--- config.mk ---
export PLATFORM = sky130hd
export DESIGN_NAME = dpbo_loop_ctrl
export DESIGN_NICKNAME = d
export VERILOG_FILES = /design/src/design/dpbo_pkg.sv /design/src/design/dpbo_phase_avg.sv /design/src/design/dpbo_loop_ctrl.sv
export SDC_FILE = /design/constraint.sdc
export NUM_CORES = 1
export LEC_CHECK = 0
export BUFFER_PORTS_ARGS = -buffer_cell sky130_fd_sc_hd__buf_2
export CORE_MARGIN = 5
export CORE_UTILIZATION = 61
export CTS_BUF_LIST = sky130_fd_sc_hd__clkbuf_4 sky130_fd_sc_hd__clkbuf_8
export DETAILED_ROUTE_END_ITERATION = 8
export MAX_ROUTING_LAYER = met4
export PLACE_DENSITY = 0.91
export RECOVER_POWER = 50
export SLEW_MARGIN = 10
export SYNTH_ARGS = -nofsm -noshare
export SYNTH_HDL_FRONTEND = slang
export SYNTH_SLANG_ARGS = --single-unit
--- constraint.sdc ---
create_clock -name mclk -period 4.27 [get_ports mclk]
set_input_delay 0 -clock mclk [delete_from_list [all_inputs] [get_ports mclk]]
set_output_delay 0 -clock mclk [all_outputs]
set_load 0.01 [all_outputs]
--- src/design/dpbo_pkg.sv ---
// Constants, register map and state codes for the DPLL bandwidth and phase build-out control
package dpbo_pkg;

  // Register offsets (word index of the plain register port)
  localparam logic [3:0] REG_CTRL = 4'h0;
  localparam logic [3:0] REG_BW_LOCKED = 4'h1;
  localparam logic [3:0] REG_BW_ACQ = 4'h2;
  localparam logic [3:0] REG_STATUS = 4'h3;
  localparam logic [3:0] REG_OFFSET = 4'h4;
  localparam logic [3:0] REG_IRQ_STAT = 4'h5;
  localparam logic [3:0] REG_IRQ_MASK = 4'h6;

  // Control field positions and reset values
  localparam int CTRL_ENABLE_BIT = 0;
  localparam int CTRL_FREEZE_BIT = 1;
  localparam logic CTRL_ENABLE_RST = 1'b1;
  localparam logic CTRL_FREEZE_RST = 1'b0;

  // Bandwidth codes: 0 is the narrowest corner, 9 the widest
  localparam int BW_STEPS = 10;
  localparam logic [3:0] BW_CODE_MAX = 4'h9;
  localparam logic [3:0] BW_LOCKED_RST = 4'h2;
  localparam logic [3:0] BW_ACQ_RST = 4'h9;

  // Status field positions
  localparam int STAT_LOCK_BIT = 4;
  localparam int STAT_HOLD_BIT = 5;
  localparam int STAT_BW_LSB = 8;

  // Interrupt status bits
  localparam int IRQ_W = 5;
  localparam int IRQ_BUILDOUT_EVENT = 0;
  localparam int IRQ_BUILDOUT_DONE = 1;
  localparam int IRQ_LOCK_GAIN = 2;
  localparam int IRQ_LOCK_LOSS = 3;
  localparam int IRQ_BUILDOUT_SKIP = 4;
  localparam logic [IRQ_W-1:0] IRQ_MASK_RST = 5'h00;

  // Timing
  localparam int CLK_PERIOD_PS = 20000;
  localparam int SETTLE_TIME_NS = 1000;
  localparam int SETTLE_CYC = (SETTLE_TIME_NS * 1000 + CLK_PERIOD_PS - 1) / CLK_PERIOD_PS;
  localparam int PHASE_LSB_PS = 100;
  localparam int TRANSIENT_MAX_PS = 5000;
  localparam int TRANSIENT_LSB = TRANSIENT_MAX_PS / PHASE_LSB_PS;

  // Build-out sequencer states
  typedef enum logic [3:0] {
    ST_IDLE = 4'b0001,
    ST_HOLD = 4'b0010,
    ST_MEAS = 4'b0100,
    ST_LOAD = 4'b1000
  } dpbo_state_t;

endpackage

--- src/design/dpbo_phase_avg.sv ---
// Phase averager: mean of 2**LOG2N phase samples taken after a start strobe
`timescale 1ns/100ps
`default_nettype none
module dpbo_phase_avg #(
  parameter int PW = 16,
  parameter int LOG2N = 4
) (
  // Clock and reset
  input wire logic mclk,
  input wire logic rst,
  // Control
  input wire logic start,
  input wire logic signed [PW-1:0] sample,
  // Result
  output logic busy,
  output logic done,
  output logic signed [PW-1:0] mean
);

  localparam int AW = PW + LOG2N;

  logic signed [AW-1:0] acc_reg;
  logic [LOG2N:0] cnt_reg;
  logic busy_reg;
  logic done_reg;
  logic signed [PW-1:0] mean_reg;
  logic last;
  logic signed [AW-1:0] acc_sum;
  logic signed [AW-1:0] acc_shift;

  // Last sample of the window and the running sum
  assign last = (cnt_reg == (LOG2N+1)'((1 << LOG2N) - 1));
  assign acc_sum = acc_reg + AW'(sample);
  assign acc_shift = acc_sum >>> LOG2N;

  // Sample window and mean register
  always_ff @(posedge mclk or posedge rst) begin
    if (rst) begin
      acc_reg <= '0;
      cnt_reg <= '0;
      busy_reg <= 1'b0;
      done_reg <= 1'b0;
      mean_reg <= '0;
    end else begin
      done_reg <= busy_reg & last;
      if (start) begin
        acc_reg <= '0;
        cnt_reg <= '0;
        busy_reg <= 1'b1;
      end else if (busy_reg) begin
        acc_reg <= acc_sum;
        cnt_reg <= cnt_reg + (LOG2N+1)'(1);
        if (last) begin
          busy_reg <= 1'b0;
          mean_reg <= acc_shift[PW-1:0];
        end
      end
    end
  end

  assign busy = busy_reg;
  assign done = done_reg;
  assign mean = mean_reg;

endmodule
`default_nettype wire

--- src/design/dpbo_loop_ctrl.sv ---
// DPLL loop bandwidth selection and phase build-out sequencer
//
// Overview of operation
// - The loop bandwidth is one of ten codes from the narrowest 0.1 Hz to the widest 70 Hz corner.
// - The code handed to the loop filter swaps between acquisition and locked values without software.
// - The phase lock indication picks the locked setting outside a build-out, phase loss picks the acquisition setting.
// - Loss of the selected reference asks for the next priority reference and raises a build-out event.
// - A build-out event puts the loop into a temporary holdover before it follows the new reference.
// - During that holdover the new reference phase against the output clock is measured.
// - The measured difference is then loaded as a phase offset so the output does not jump.
// - After build-out the phase step presented to the loop stays within five nanoseconds.
// - Software enables, disables or freezes build-out over the register port; enabled after reset.
// - Freezing is accepted only with the enable bit set in the same write and keeps the offset in force at that moment.
// - While frozen, later reference switches raise no build-out and the held offset stays.
//
// Chosen here: the address map and the address-and-strobe port.
`timescale 1ns/100ps
`default_nettype none
module dpbo_loop_ctrl #(
  parameter int PW = 16,
  parameter int MEAS_LOG2N = 4
) (
  // Clock and reset
  input wire logic mclk,
  input wire logic rst,
  // Register port
  input wire logic [3:0] reg_addr,
  input wire logic [15:0] reg_wdata,
  input wire logic reg_wr,
  input wire logic reg_rd,
  output logic [15:0] reg_rdata,
  // Reference monitor and selector
  input wire logic ref_lost,
  input wire logic phase_lock,
  output logic select_next,
  // Phase detector and loop filter
  input wire logic signed [PW-1:0] ref_phase_err,
  output logic signed [PW-1:0] loop_phase,
  output logic [3:0] bw_code,
  output logic temp_holdover,
  // Interrupt
  output logic irq
);

  generate
    if (PW < 8 || PW > 16 || MEAS_LOG2N < 1 || MEAS_LOG2N > 8) begin : g_bad_param
      $error("dpbo_loop_ctrl: PW must be 8..16 and MEAS_LOG2N 1..8");
    end
  endgenerate

  localparam logic [7:0] SETTLE_LAST = 8'(dpbo_pkg::SETTLE_CYC - 1);
  localparam logic signed [PW:0] LIM_POS = (PW+1)'(dpbo_pkg::TRANSIENT_LSB);
  localparam logic signed [PW:0] LIM_NEG = -(PW+1)'(dpbo_pkg::TRANSIENT_LSB);

  // A bandwidth code beyond the last step is refused
  function automatic logic bw_ok(input logic [15:0] d);
    bw_ok = (d[15:4] == 12'h000) && (d[3:0] <= dpbo_pkg::BW_CODE_MAX);
  endfunction

  // Registers
  logic ctrl_en_reg;
  logic ctrl_frz_reg;
  logic [3:0] bw_locked_reg;
  logic [3:0] bw_acq_reg;
  logic [dpbo_pkg::IRQ_W-1:0] irq_stat_reg;
  logic [dpbo_pkg::IRQ_W-1:0] irq_mask_reg;
  logic [15:0] rdata_reg;
  logic irq_reg;
  // Sequencer and loop outputs
  dpbo_pkg::dpbo_state_t state_reg;
  dpbo_pkg::dpbo_state_t state_next;
  logic [7:0] settle_reg;
  logic signed [PW-1:0] offset_reg;
  logic signed [PW-1:0] loop_phase_reg;
  logic [3:0] bw_code_reg;
  logic hold_reg;
  logic select_reg;
  logic lost_dly_reg;
  logic lock_dly_reg;

  // Decode of the register port
  logic wr_ctrl;
  logic wr_bwl;
  logic wr_bwa;
  logic wr_mask;
  logic rd_istat;
  assign wr_ctrl = reg_wr && (reg_addr == dpbo_pkg::REG_CTRL);
  assign wr_bwl = reg_wr && (reg_addr == dpbo_pkg::REG_BW_LOCKED) && bw_ok(reg_wdata);
  assign wr_bwa = reg_wr && (reg_addr == dpbo_pkg::REG_BW_ACQ) && bw_ok(reg_wdata);
  assign wr_mask = reg_wr && (reg_addr == dpbo_pkg::REG_IRQ_MASK);
  assign rd_istat = reg_rd && (reg_addr == dpbo_pkg::REG_IRQ_STAT);

  // Control write: freeze needs enable in the same word
  logic en_wdata;
  logic frz_wdata;
  assign en_wdata = reg_wdata[dpbo_pkg::CTRL_ENABLE_BIT];
  assign frz_wdata = reg_wdata[dpbo_pkg::CTRL_FREEZE_BIT] & en_wdata;

  // Build-out mode
  logic buildout_active;
  logic busy;
  assign buildout_active = ctrl_en_reg & ~ctrl_frz_reg;
  assign busy = (state_reg != dpbo_pkg::ST_IDLE);

  // Reference loss and lock edges
  logic lost_rise;
  logic buildout_event;
  logic buildout_skip;
  logic lock_gain;
  logic lock_loss;
  assign lost_rise = ref_lost & ~lost_dly_reg;
  assign buildout_event = lost_rise & buildout_active;
  assign buildout_skip = lost_rise & ~buildout_active;
  assign lock_gain = phase_lock & ~lock_dly_reg;
  assign lock_loss = ~phase_lock & lock_dly_reg;

  // Phase averager used as the measurement
  logic meas_start;
  logic meas_done;
  logic signed [PW-1:0] meas_mean;
  assign meas_start = (state_reg == dpbo_pkg::ST_HOLD) && (settle_reg == SETTLE_LAST) && buildout_active;

  dpbo_phase_avg #(
    .PW(PW),
    .LOG2N(MEAS_LOG2N)
  ) u_avg (
    .mclk(mclk),
    .rst(rst),
    .start(meas_start),
    .sample(ref_phase_err),
    .busy(),
    .done(meas_done),
    .mean(meas_mean)
  );

  // Sequencer next state
  always_comb begin
    state_next = state_reg;
    unique case (state_reg)
      dpbo_pkg::ST_IDLE: begin
        if (buildout_event) begin
          state_next = dpbo_pkg::ST_HOLD;
        end
      end
      dpbo_pkg::ST_HOLD: begin
        if (!buildout_active) begin
          state_next = dpbo_pkg::ST_IDLE;
        end else if (meas_start) begin
          state_next = dpbo_pkg::ST_MEAS;
        end
      end
      dpbo_pkg::ST_MEAS: begin
        if (!buildout_active) begin
          state_next = dpbo_pkg::ST_IDLE;
        end else if (buildout_event) begin
          state_next = dpbo_pkg::ST_HOLD;
        end else if (meas_done) begin
          state_next = dpbo_pkg::ST_LOAD;
        end
      end
      dpbo_pkg::ST_LOAD: begin
        state_next = buildout_event ? dpbo_pkg::ST_HOLD : dpbo_pkg::ST_IDLE;
      end
      default: begin
        state_next = dpbo_pkg::ST_IDLE;
      end
    endcase
  end

  // Offset source: cleared when disabled, loaded after measuring
  logic signed [PW-1:0] offset_next;
  assign offset_next = !ctrl_en_reg ? '0 :
                       (state_reg == dpbo_pkg::ST_LOAD && buildout_active) ? meas_mean :
                       offset_reg;

  // Residual phase after the offset, clamped to the transient limit
  logic signed [PW:0] resid;
  logic signed [PW:0] resid_lim;
  logic signed [PW-1:0] loop_phase_next;
  assign resid = (PW+1)'(ref_phase_err) - (PW+1)'(offset_reg);
  assign resid_lim = (resid > LIM_POS) ? LIM_POS : (resid < LIM_NEG) ? LIM_NEG : resid;
  assign loop_phase_next = hold_reg ? '0 :
                           !ctrl_en_reg ? ref_phase_err :
                           resid_lim[PW-1:0];

  // Bandwidth follows lock state; acquisition while holding over
  logic [3:0] bw_next;
  assign bw_next = (phase_lock && !busy) ? bw_locked_reg : bw_acq_reg;

  // Interrupt events, set wins over the read clear
  logic [dpbo_pkg::IRQ_W-1:0] irq_set;
  logic [dpbo_pkg::IRQ_W-1:0] irq_stat_next;
  assign irq_set = {buildout_skip, lock_loss, lock_gain,
                    (state_reg == dpbo_pkg::ST_LOAD) && buildout_active, buildout_event};
  assign irq_stat_next = (rd_istat ? '0 : irq_stat_reg) | irq_set;

  // Read data mux
  logic [15:0] rd_mux;
  always_comb begin
    rd_mux = 16'h0000;
    unique case (reg_addr)
      dpbo_pkg::REG_CTRL: begin
        rd_mux[dpbo_pkg::CTRL_ENABLE_BIT] = ctrl_en_reg;
        rd_mux[dpbo_pkg::CTRL_FREEZE_BIT] = ctrl_frz_reg;
      end
      dpbo_pkg::REG_BW_LOCKED: begin
        rd_mux[3:0] = bw_locked_reg;
      end
      dpbo_pkg::REG_BW_ACQ: begin
        rd_mux[3:0] = bw_acq_reg;
      end
      dpbo_pkg::REG_STATUS: begin
        rd_mux[3:0] = state_reg;
        rd_mux[dpbo_pkg::STAT_LOCK_BIT] = phase_lock;
        rd_mux[dpbo_pkg::STAT_HOLD_BIT] = hold_reg;
        rd_mux[dpbo_pkg::STAT_BW_LSB +: 4] = bw_code_reg;
      end
      dpbo_pkg::REG_OFFSET: begin
        rd_mux[PW-1:0] = offset_reg;
      end
      dpbo_pkg::REG_IRQ_STAT: begin
        rd_mux[dpbo_pkg::IRQ_W-1:0] = irq_stat_reg;
      end
      dpbo_pkg::REG_IRQ_MASK: begin
        rd_mux[dpbo_pkg::IRQ_W-1:0] = irq_mask_reg;
      end
      default: begin
        rd_mux = 16'h0000;
      end
    endcase
  end

  // Software registers
  always_ff @(posedge mclk or posedge rst) begin
    if (rst) begin
      ctrl_en_reg <= dpbo_pkg::CTRL_ENABLE_RST;
      ctrl_frz_reg <= dpbo_pkg::CTRL_FREEZE_RST;
      bw_locked_reg <= dpbo_pkg::BW_LOCKED_RST;
      bw_acq_reg <= dpbo_pkg::BW_ACQ_RST;
      irq_mask_reg <= dpbo_pkg::IRQ_MASK_RST;
    end else begin
      if (wr_ctrl) begin
        ctrl_en_reg <= en_wdata;
        ctrl_frz_reg <= frz_wdata;
      end
      if (wr_bwl) begin
        bw_locked_reg <= reg_wdata[3:0];
      end
      if (wr_bwa) begin
        bw_acq_reg <= reg_wdata[3:0];
      end
      if (wr_mask) begin
        irq_mask_reg <= reg_wdata[dpbo_pkg::IRQ_W-1:0];
      end
    end
  end

  // Read data and interrupt
  always_ff @(posedge mclk or posedge rst) begin
    if (rst) begin
      rdata_reg <= 16'h0000;
      irq_stat_reg <= '0;
      irq_reg <= 1'b0;
    end else begin
      rdata_reg <= reg_rd ? rd_mux : 16'h0000;
      irq_stat_reg <= irq_stat_next;
      irq_reg <= |(irq_stat_next & irq_mask_reg);
    end
  end

  // Sequencer, settle timer and holdover flag
  always_ff @(posedge mclk or posedge rst) begin
    if (rst) begin
      state_reg <= dpbo_pkg::ST_IDLE;
      settle_reg <= 8'h00;
      hold_reg <= 1'b0;
    end else begin
      state_reg <= state_next;
      settle_reg <= (state_next == dpbo_pkg::ST_HOLD && state_reg == dpbo_pkg::ST_HOLD && !buildout_event) ?
                    settle_reg + 8'h01 : 8'h00;
      hold_reg <= (state_next != dpbo_pkg::ST_IDLE);
    end
  end

  // Loop-facing outputs
  always_ff @(posedge mclk or posedge rst) begin
    if (rst) begin
      offset_reg <= '0;
      loop_phase_reg <= '0;
      bw_code_reg <= dpbo_pkg::BW_ACQ_RST;
      select_reg <= 1'b0;
      lost_dly_reg <= 1'b0;
      lock_dly_reg <= 1'b0;
    end else begin
      offset_reg <= offset_next;
      loop_phase_reg <= loop_phase_next;
      bw_code_reg <= bw_next;
      select_reg <= lost_rise;
      lost_dly_reg <= ref_lost;
      lock_dly_reg <= phase_lock;
    end
  end

  assign reg_rdata = rdata_reg;
  assign select_next = select_reg;
  assign loop_phase = loop_phase_reg;
  assign bw_code = bw_code_reg;
  assign temp_holdover = hold_reg;
  assign irq = irq_reg;

endmodule
`default_nettype wire

# Yosys cells after proc, flatten, opt, wreduce, memory -nomap -nowiden
# Cells that the tools add are included.
# classes
addsub	4
n_mul	0
div	0
order_cmp	3
eq_ne	16
shift	0
muxes	32
bitwise_logic	16
reduce_logical	21
# ops
op	n
two-way mux 16 bit	7
two-way mux 20 bit	2
two-way mux 4 bit	8
adder 20 x 16 -> 20 bit	1
> comparator 17 x 7 -> 1 bit (second input constant)	1
less-than comparator 17 x 7 -> 1 bit (second input constant)	1
subtractor 16 x 16 -> 17 bit	1
== test 4 x 2 -> 1 bit (second input constant)	4
== test 4 x 3 -> 1 bit (second input constant)	4
one-hot mux 4 bit (4 select lines)	1
two-way mux 5 bit	3
logical AND 1 bit	14
one-hot mux 2 bit (7 select lines)	1
logical NOT 12 bit	1
one-hot mux 2 bit (6 select lines)	1
adder 8 x 1 -> 8 bit (second input constant)	1
AND 1 bit	8
== test 4 x 1 -> 1 bit (second input constant)	2
== test 8 x 6 -> 1 bit (second input constant)	1
two-way mux 8 bit	1
!= test 4 x 1 -> 1 bit (second input constant)	2
one-hot mux 4 bit (2 select lines)	1
inverter 1 bit	6
adder 5 x 1 -> 5 bit (second input constant)	1
15 further kinds	19
# word_totals
ff_bits	132
latch_bits	0
ram_bits	0
mem_bits_ro	0
in_bits	42
elab_cells	114
memories	0

# Longest topological paths before layout
# depth
word_depth	10
ltp_mapped	13

# By module
# From an unflattened synthesis, not the netlist that was laid out.
# unflattened
cells_unflattened	828
hier_area_um2	7982.7
# modules_own_cells
mod	instances	cells_per_inst	area_each_um2
dpbo_loop_ctrl	1	515	5127.4
dpbo_phase_avg	1	313	2855.2

# Worst setup path after synthesis
# No wires, ideal clock.
# synth_timing
kind	reg-to-reg
startpoint	reg offset_reg[0]
endpoint	reg loop_phase_reg[0], in the netlist loop_phase[0]
setup_time_ns	0.094
arrival_time_ns	2.740
required_ns	4.176
path_slack_ns	1.436
stages_incl_launch_ff	12
period_less_slack_ns	2.834
path_cell_list	dfrtp_1 > ha_1 > fa_1 > nor2b_1 > o2111ai_1 > and4_1 > nor3b_2 > nor2_1 > or4b_1 > o41ai_2 > a41oi_1 > a211oi_1
# synth_via
elab_chain_len	6
word_cells_on_any_way	7
# synth_lines
item	line	text
from (decl)	dpbo_loop_ctrl.sv:73	logic signed [PW-1:0] offset_reg;
from (signal assigned)	dpbo_loop_ctrl.sv:295	offset_reg <= offset_next;
subtractor 16 x 16 -> 17 bit *	dpbo_loop_ctrl.sv:180	assign resid = (PW+1)'(ref_phase_err) - (PW+1)'(offset_reg);
less-than comparator 17 x 7 -> 1 bit	dpbo_loop_ctrl.sv:181	assign resid_lim = (resid > LIM_POS) ? LIM_POS : (resid < LIM_NEG) ? LIM_NEG : resid;
two-way mux 16 bit	dpbo_loop_ctrl.sv:181	
two-way mux 16 bit *	dpbo_loop_ctrl.sv:181	
two-way mux 16 bit *	dpbo_loop_ctrl.sv:183	!ctrl_en_reg ? ref_phase_err :
two-way mux 16 bit *	dpbo_loop_ctrl.sv:182	assign loop_phase_next = hold_reg ? '0 :
named net loop_phase_next[0]	dpbo_loop_ctrl.sv:179	logic signed [PW-1:0] loop_phase_next;
to (signal assigned)	dpbo_loop_ctrl.sv:296	loop_phase_reg <= loop_phase_next;
to (decl)	dpbo_loop_ctrl.sv:74	logic signed [PW-1:0] loop_phase_reg;
# Mark *: on every way through the listed nets, which the timed path passes. The rest lies on a longest branch.
# A chain may end at the register's enable or synchronous reset.

# Worst setup path in the final report
# Ends and elaborated chain as after synthesis.

==> run_results.csv <==
group,metric,value,unit
global_routing,antenna_found_initial,0,
placed_design,place.gp.congestion,1.05,
synth,synthFlopType,"dfrtp_1",
floorplan,die_area,14800,um^2
placed_design,place_area,8060,um^2
worst_setup_path,critPathKind,"reg2reg",
timing,setup_slack,1.06,ns
timing,rsz0062_at_grt,"false",
layout,nFillCells,848,
synth,synth_top_family_by_area,"simple AND/OR/NAND/NOR gates",
drt,drc_errors,0,
pwr,pwr-share-comb,15.3,%
drt,firstDrtPassIters,5,
clock_tree,clk_pin_slew_worst_paths,0.09,ns
hold_path,hold_depth,3,
global_routing,grt.overflow.total,0,
worst_setup_path,startpoint_type,"register",
drt,post_drt_wl_per_cell,18.9,um
layout,seqCellArea,3310,um^2
placed_design,dp.cells,1004,
worst_setup_path,critPathCaptureType,"register",
synth,synth_edf_count,0,
timing,worst_slew_pin_slew,1.95,ns
layout,design_area,8770,um^2
drt,vias_per_cell,6.20,
clock_tree,cts_buffers,17,
layout,area_growth,15.7,%
timing,maxSlewHeadroom,-29.9,%
synth,syn_nets,867,
drt,routed_wl,20100,um
clock_tree,clockBufferDepth,2,
timing,finalSetupTns,0,ns
pwr,switching_share,28.1,%
layout,layout-drive-gt1-share,14.4,%
pwr,p_seq_share,43.9,%
layout,final_common_cell,"dfrtp_1",
synth,synth-async-reset-ratio,100,%
worst_setup_path,reg2reg_to,"loop_phase[0]",
pwr,p_clk_share,40.8,%
global_routing,grt_pass1_wl,32600,um
pwr,internal_power,2.24,mW
worst_setup_path,r2r_start,"offset_reg[0]",
worst_setup_path,cp_max_fo,4,
pwr,ir_drop,0.000206,V
timing,slew_viol_final,76,
synth,synth_top_area_share,41.2,%
drt,drt_iter0_markers,829,
synth,yosys_warnings,0,
timing,skew,0.0186,ns
floorplan,coreArea,12100,um^2
synth,synth_fa_ha_area_share,6.96,%
floorplan,die_h,122,um
synth,synth-compound-area-share,16.3,%
worst_setup_path,ff2ff_path_depth,11,
placed_design,port_buffers,80,
floorplan,die_w,122,um
timing,min_period_over_period,75.1,%
clock_tree,cts.sinks,132,
pwr,p_switching,877,uW
layout,finalNetCount,967,
synth,yosysTopAreaCell,"dfrtp_1",
clock_tree,root_buffer,"clkbuf_8",
drt,vias,6598,
floorplan,pin_count,81,
synth,yosysSeqAreaShare,43.7,%
worst_setup_path,crit_path_end,"loop_phase[0]",
pwr,power.density,355,nW/um^2
clock_tree,insertion_delay,0.47,ns
layout,fin_util,72.4,%
worst_setup_path,reg2reg_setup_slack,1.06,ns
synth,yosys-top-cells-area,"dfrtp_1 41%, ha_1 6.4%, nand2_1 4.3%",
floorplan,num_rows,40,
synth,netlist_area,7580,um^2
global_routing,grt_pass1_vias,6429,
synth,synth_cell_types,77,
timing,hold_viol,0,
clock_tree,h-tree-depth,4,
layout,multi_input_area,3980,um^2
hold_path,worstHoldPathType,"in2reg",
timing,fin_crit,3.21,ns
worst_setup_path,arrival,3.58,ns
worst_setup_path,crit_start,"offset_reg[0]",
floorplan,start_util,62.6,%
placed_design,hpwl,13600,um
layout,largest_reg_flops,20,
synth,synth_xor_area_share,4.37,%
global_routing,grt_max_degree,61,
placed_design,dp_slack,1.14,ns
pwr,p_leak,3.91,nW
layout,mostFrequentLayoutCells,"125 x dfrtp_1, 87 x nand2_1, 81 x nor2_1, 41 x buf_2, 40 x clkbuf_1",
synth,syn_area_per_cell,9.67,um^2
worst_setup_path,cp_data_required_time,4.64,ns
run_status,status,"finished, violations left",
timing,finalSetupViolCount,0,
clock_tree,cts_tree,"done",
synth,ys_ff_latch,132,
job,cap_violations,2,
layout,antennaDiodeCount,0,
timing,fmax,0.312,GHz
synth,synth.area.mux_share,5.66,%
drt,postRouteAntennaNets,0,
global_routing,grt_use_total,29.0,%
synth,synth-simple-area-share,19.1,%
synth,syn_inst,784,
run_status,violations,"capacitance limit, slew limit",
layout,stdcell_count,1065,
cell usage after synthesis, types with 4 or more instances:
| cell | n |
|---|---|
| nand3b_1 | 5 |
| a31o_2 | 5 |
| nor2_1 | 81 |
| o211ai_1 | 4 |
| o21ai_0 | 21 |
| nor3_1 | 13 |
| o22ai_1 | 4 |
| o2111ai_1 | 5 |
| nand3_1 | 16 |
| a21oi_1 | 29 |
| o21a_1 | 12 |
| a211oi_1 | 14 |
| xor2_1 | 16 |
| nor4_1 | 10 |
| nand2_1 | 87 |
| ha_1 | 39 |
| mux2i_1 | 17 |
| dfrtp_1 | 125 |
| a31oi_1 | 9 |
| clkbuf_1 | 22 |
| and2_1 | 5 |
| mux2_2 | 21 |
| inv_1 | 34 |
| nand2b_1 | 15 |
| nor2b_1 | 14 |
| and3_1 | 14 |
| a21o_1 | 10 |
| a22oi_1 | 8 |
| nand4_1 | 8 |
| a221oi_1 | 5 |
| xnor2_1 | 20 |
| dfstp_2 | 7 |
| or2_2 | 5 |
| o31ai_1 | 16 |
metal layers:
| layer | vias to the layer above | track usage [%] | wire, um |
|---|---|---|---|
| met5 | - | - | 0 |
| met4 | 0 | 13.2 | 805 |
| met3 | 83 | 6.81 | 1650 |
| met2 | 335 | 45.0 | 9570 |
| met1 | 3164 | 36.3 | 8070 |
| li1 | 3016 | - | - |
area by class of cell:
type	instances	share of cell area, %
Multi-Input combinational cell	586	45.3
Sequential cell	132	37.7
Timing Repair Buffer	113	7.59
Clock buffer	19	2.98
Clock inverter	13	2.50
Tap cell	168	2.40
Inverter	34	1.47
power by group through the flow:
| stage | clock network (mW) | registers (mW) | logic (mW) |
|---|---|---|---|
| 2_1_floorplan | 0 | 1.38 | 0.314 |
| 3_3_place_gp | 0 | 1.39 | 0.444 |
| 3_5_place_dp | 0 | 1.39 | 0.455 |
| 4_1_cts | 1.27 | 1.36 | 0.478 |
| 5_1_grt | 1.34 | 1.38 | 0.522 |
| 6_report | 1.27 | 1.37 | 0.477 |
worst max-delay path, stage by stage (launching register included):
cell	delay (ns)
dfrtp_1	0.41
ha_1	0.21
fa_1	0.41
nor2b_1	0.17
o2111ai_1	0.22
and4_1	0.25
nor3b_2	0.20
nor2_1	0.10
or4b_1	0.55
o41ai_2	0.26
a41oi_1	0.08
a211oi_1	0.24
through the flow:
stage | power [mW] | hold WS, ns
3_3_place_gp | 1.83 | 0.0387
6_report | 3.12 | 0.102
5_1_grt | 3.24 | 0.112
2_1_floorplan | 1.70 | 0.0314
3_5_place_dp | 1.84 | 0.0373
4_1_cts | 3.11 | 0.0671
cell families after synthesis:
| kind of cell | count (synthesis) |
|---|---|
| DFF | 132 |
| AOI/OAI and AO/OA | 174 |
| xor gates and xnor gates | 37 |
| and+or+nand+nor | 295 |
| adders and majority gates | 41 |
| muxes | 39 |
| buffers and inverters | 66 |
worst min-delay path by stage:
stage	end	startpoint	slack (ns)
after floorplan	lock_dly_reg	phase_lock	0.03
after global placement	bw_locked_reg[3]	rst	0.04
after detailed placement	bw_acq_reg[1]	rst	0.04
after CTS	reg_rdata[1]	reg_addr[0]	0.07
after global routing	reg_rdata[1]	reg_addr[0]	0.11
final	reg_rdata[1]	reg_addr[0]	0.10
timing repair:
item / 4_1_cts / 5_1_grt
gates resized for setup: 0 / 0
hold endpoints to repair: 86 / 0
hold buffers: 29 / 0
buffers inserted: 0 / 0
(Power assumes the default switching activity.)
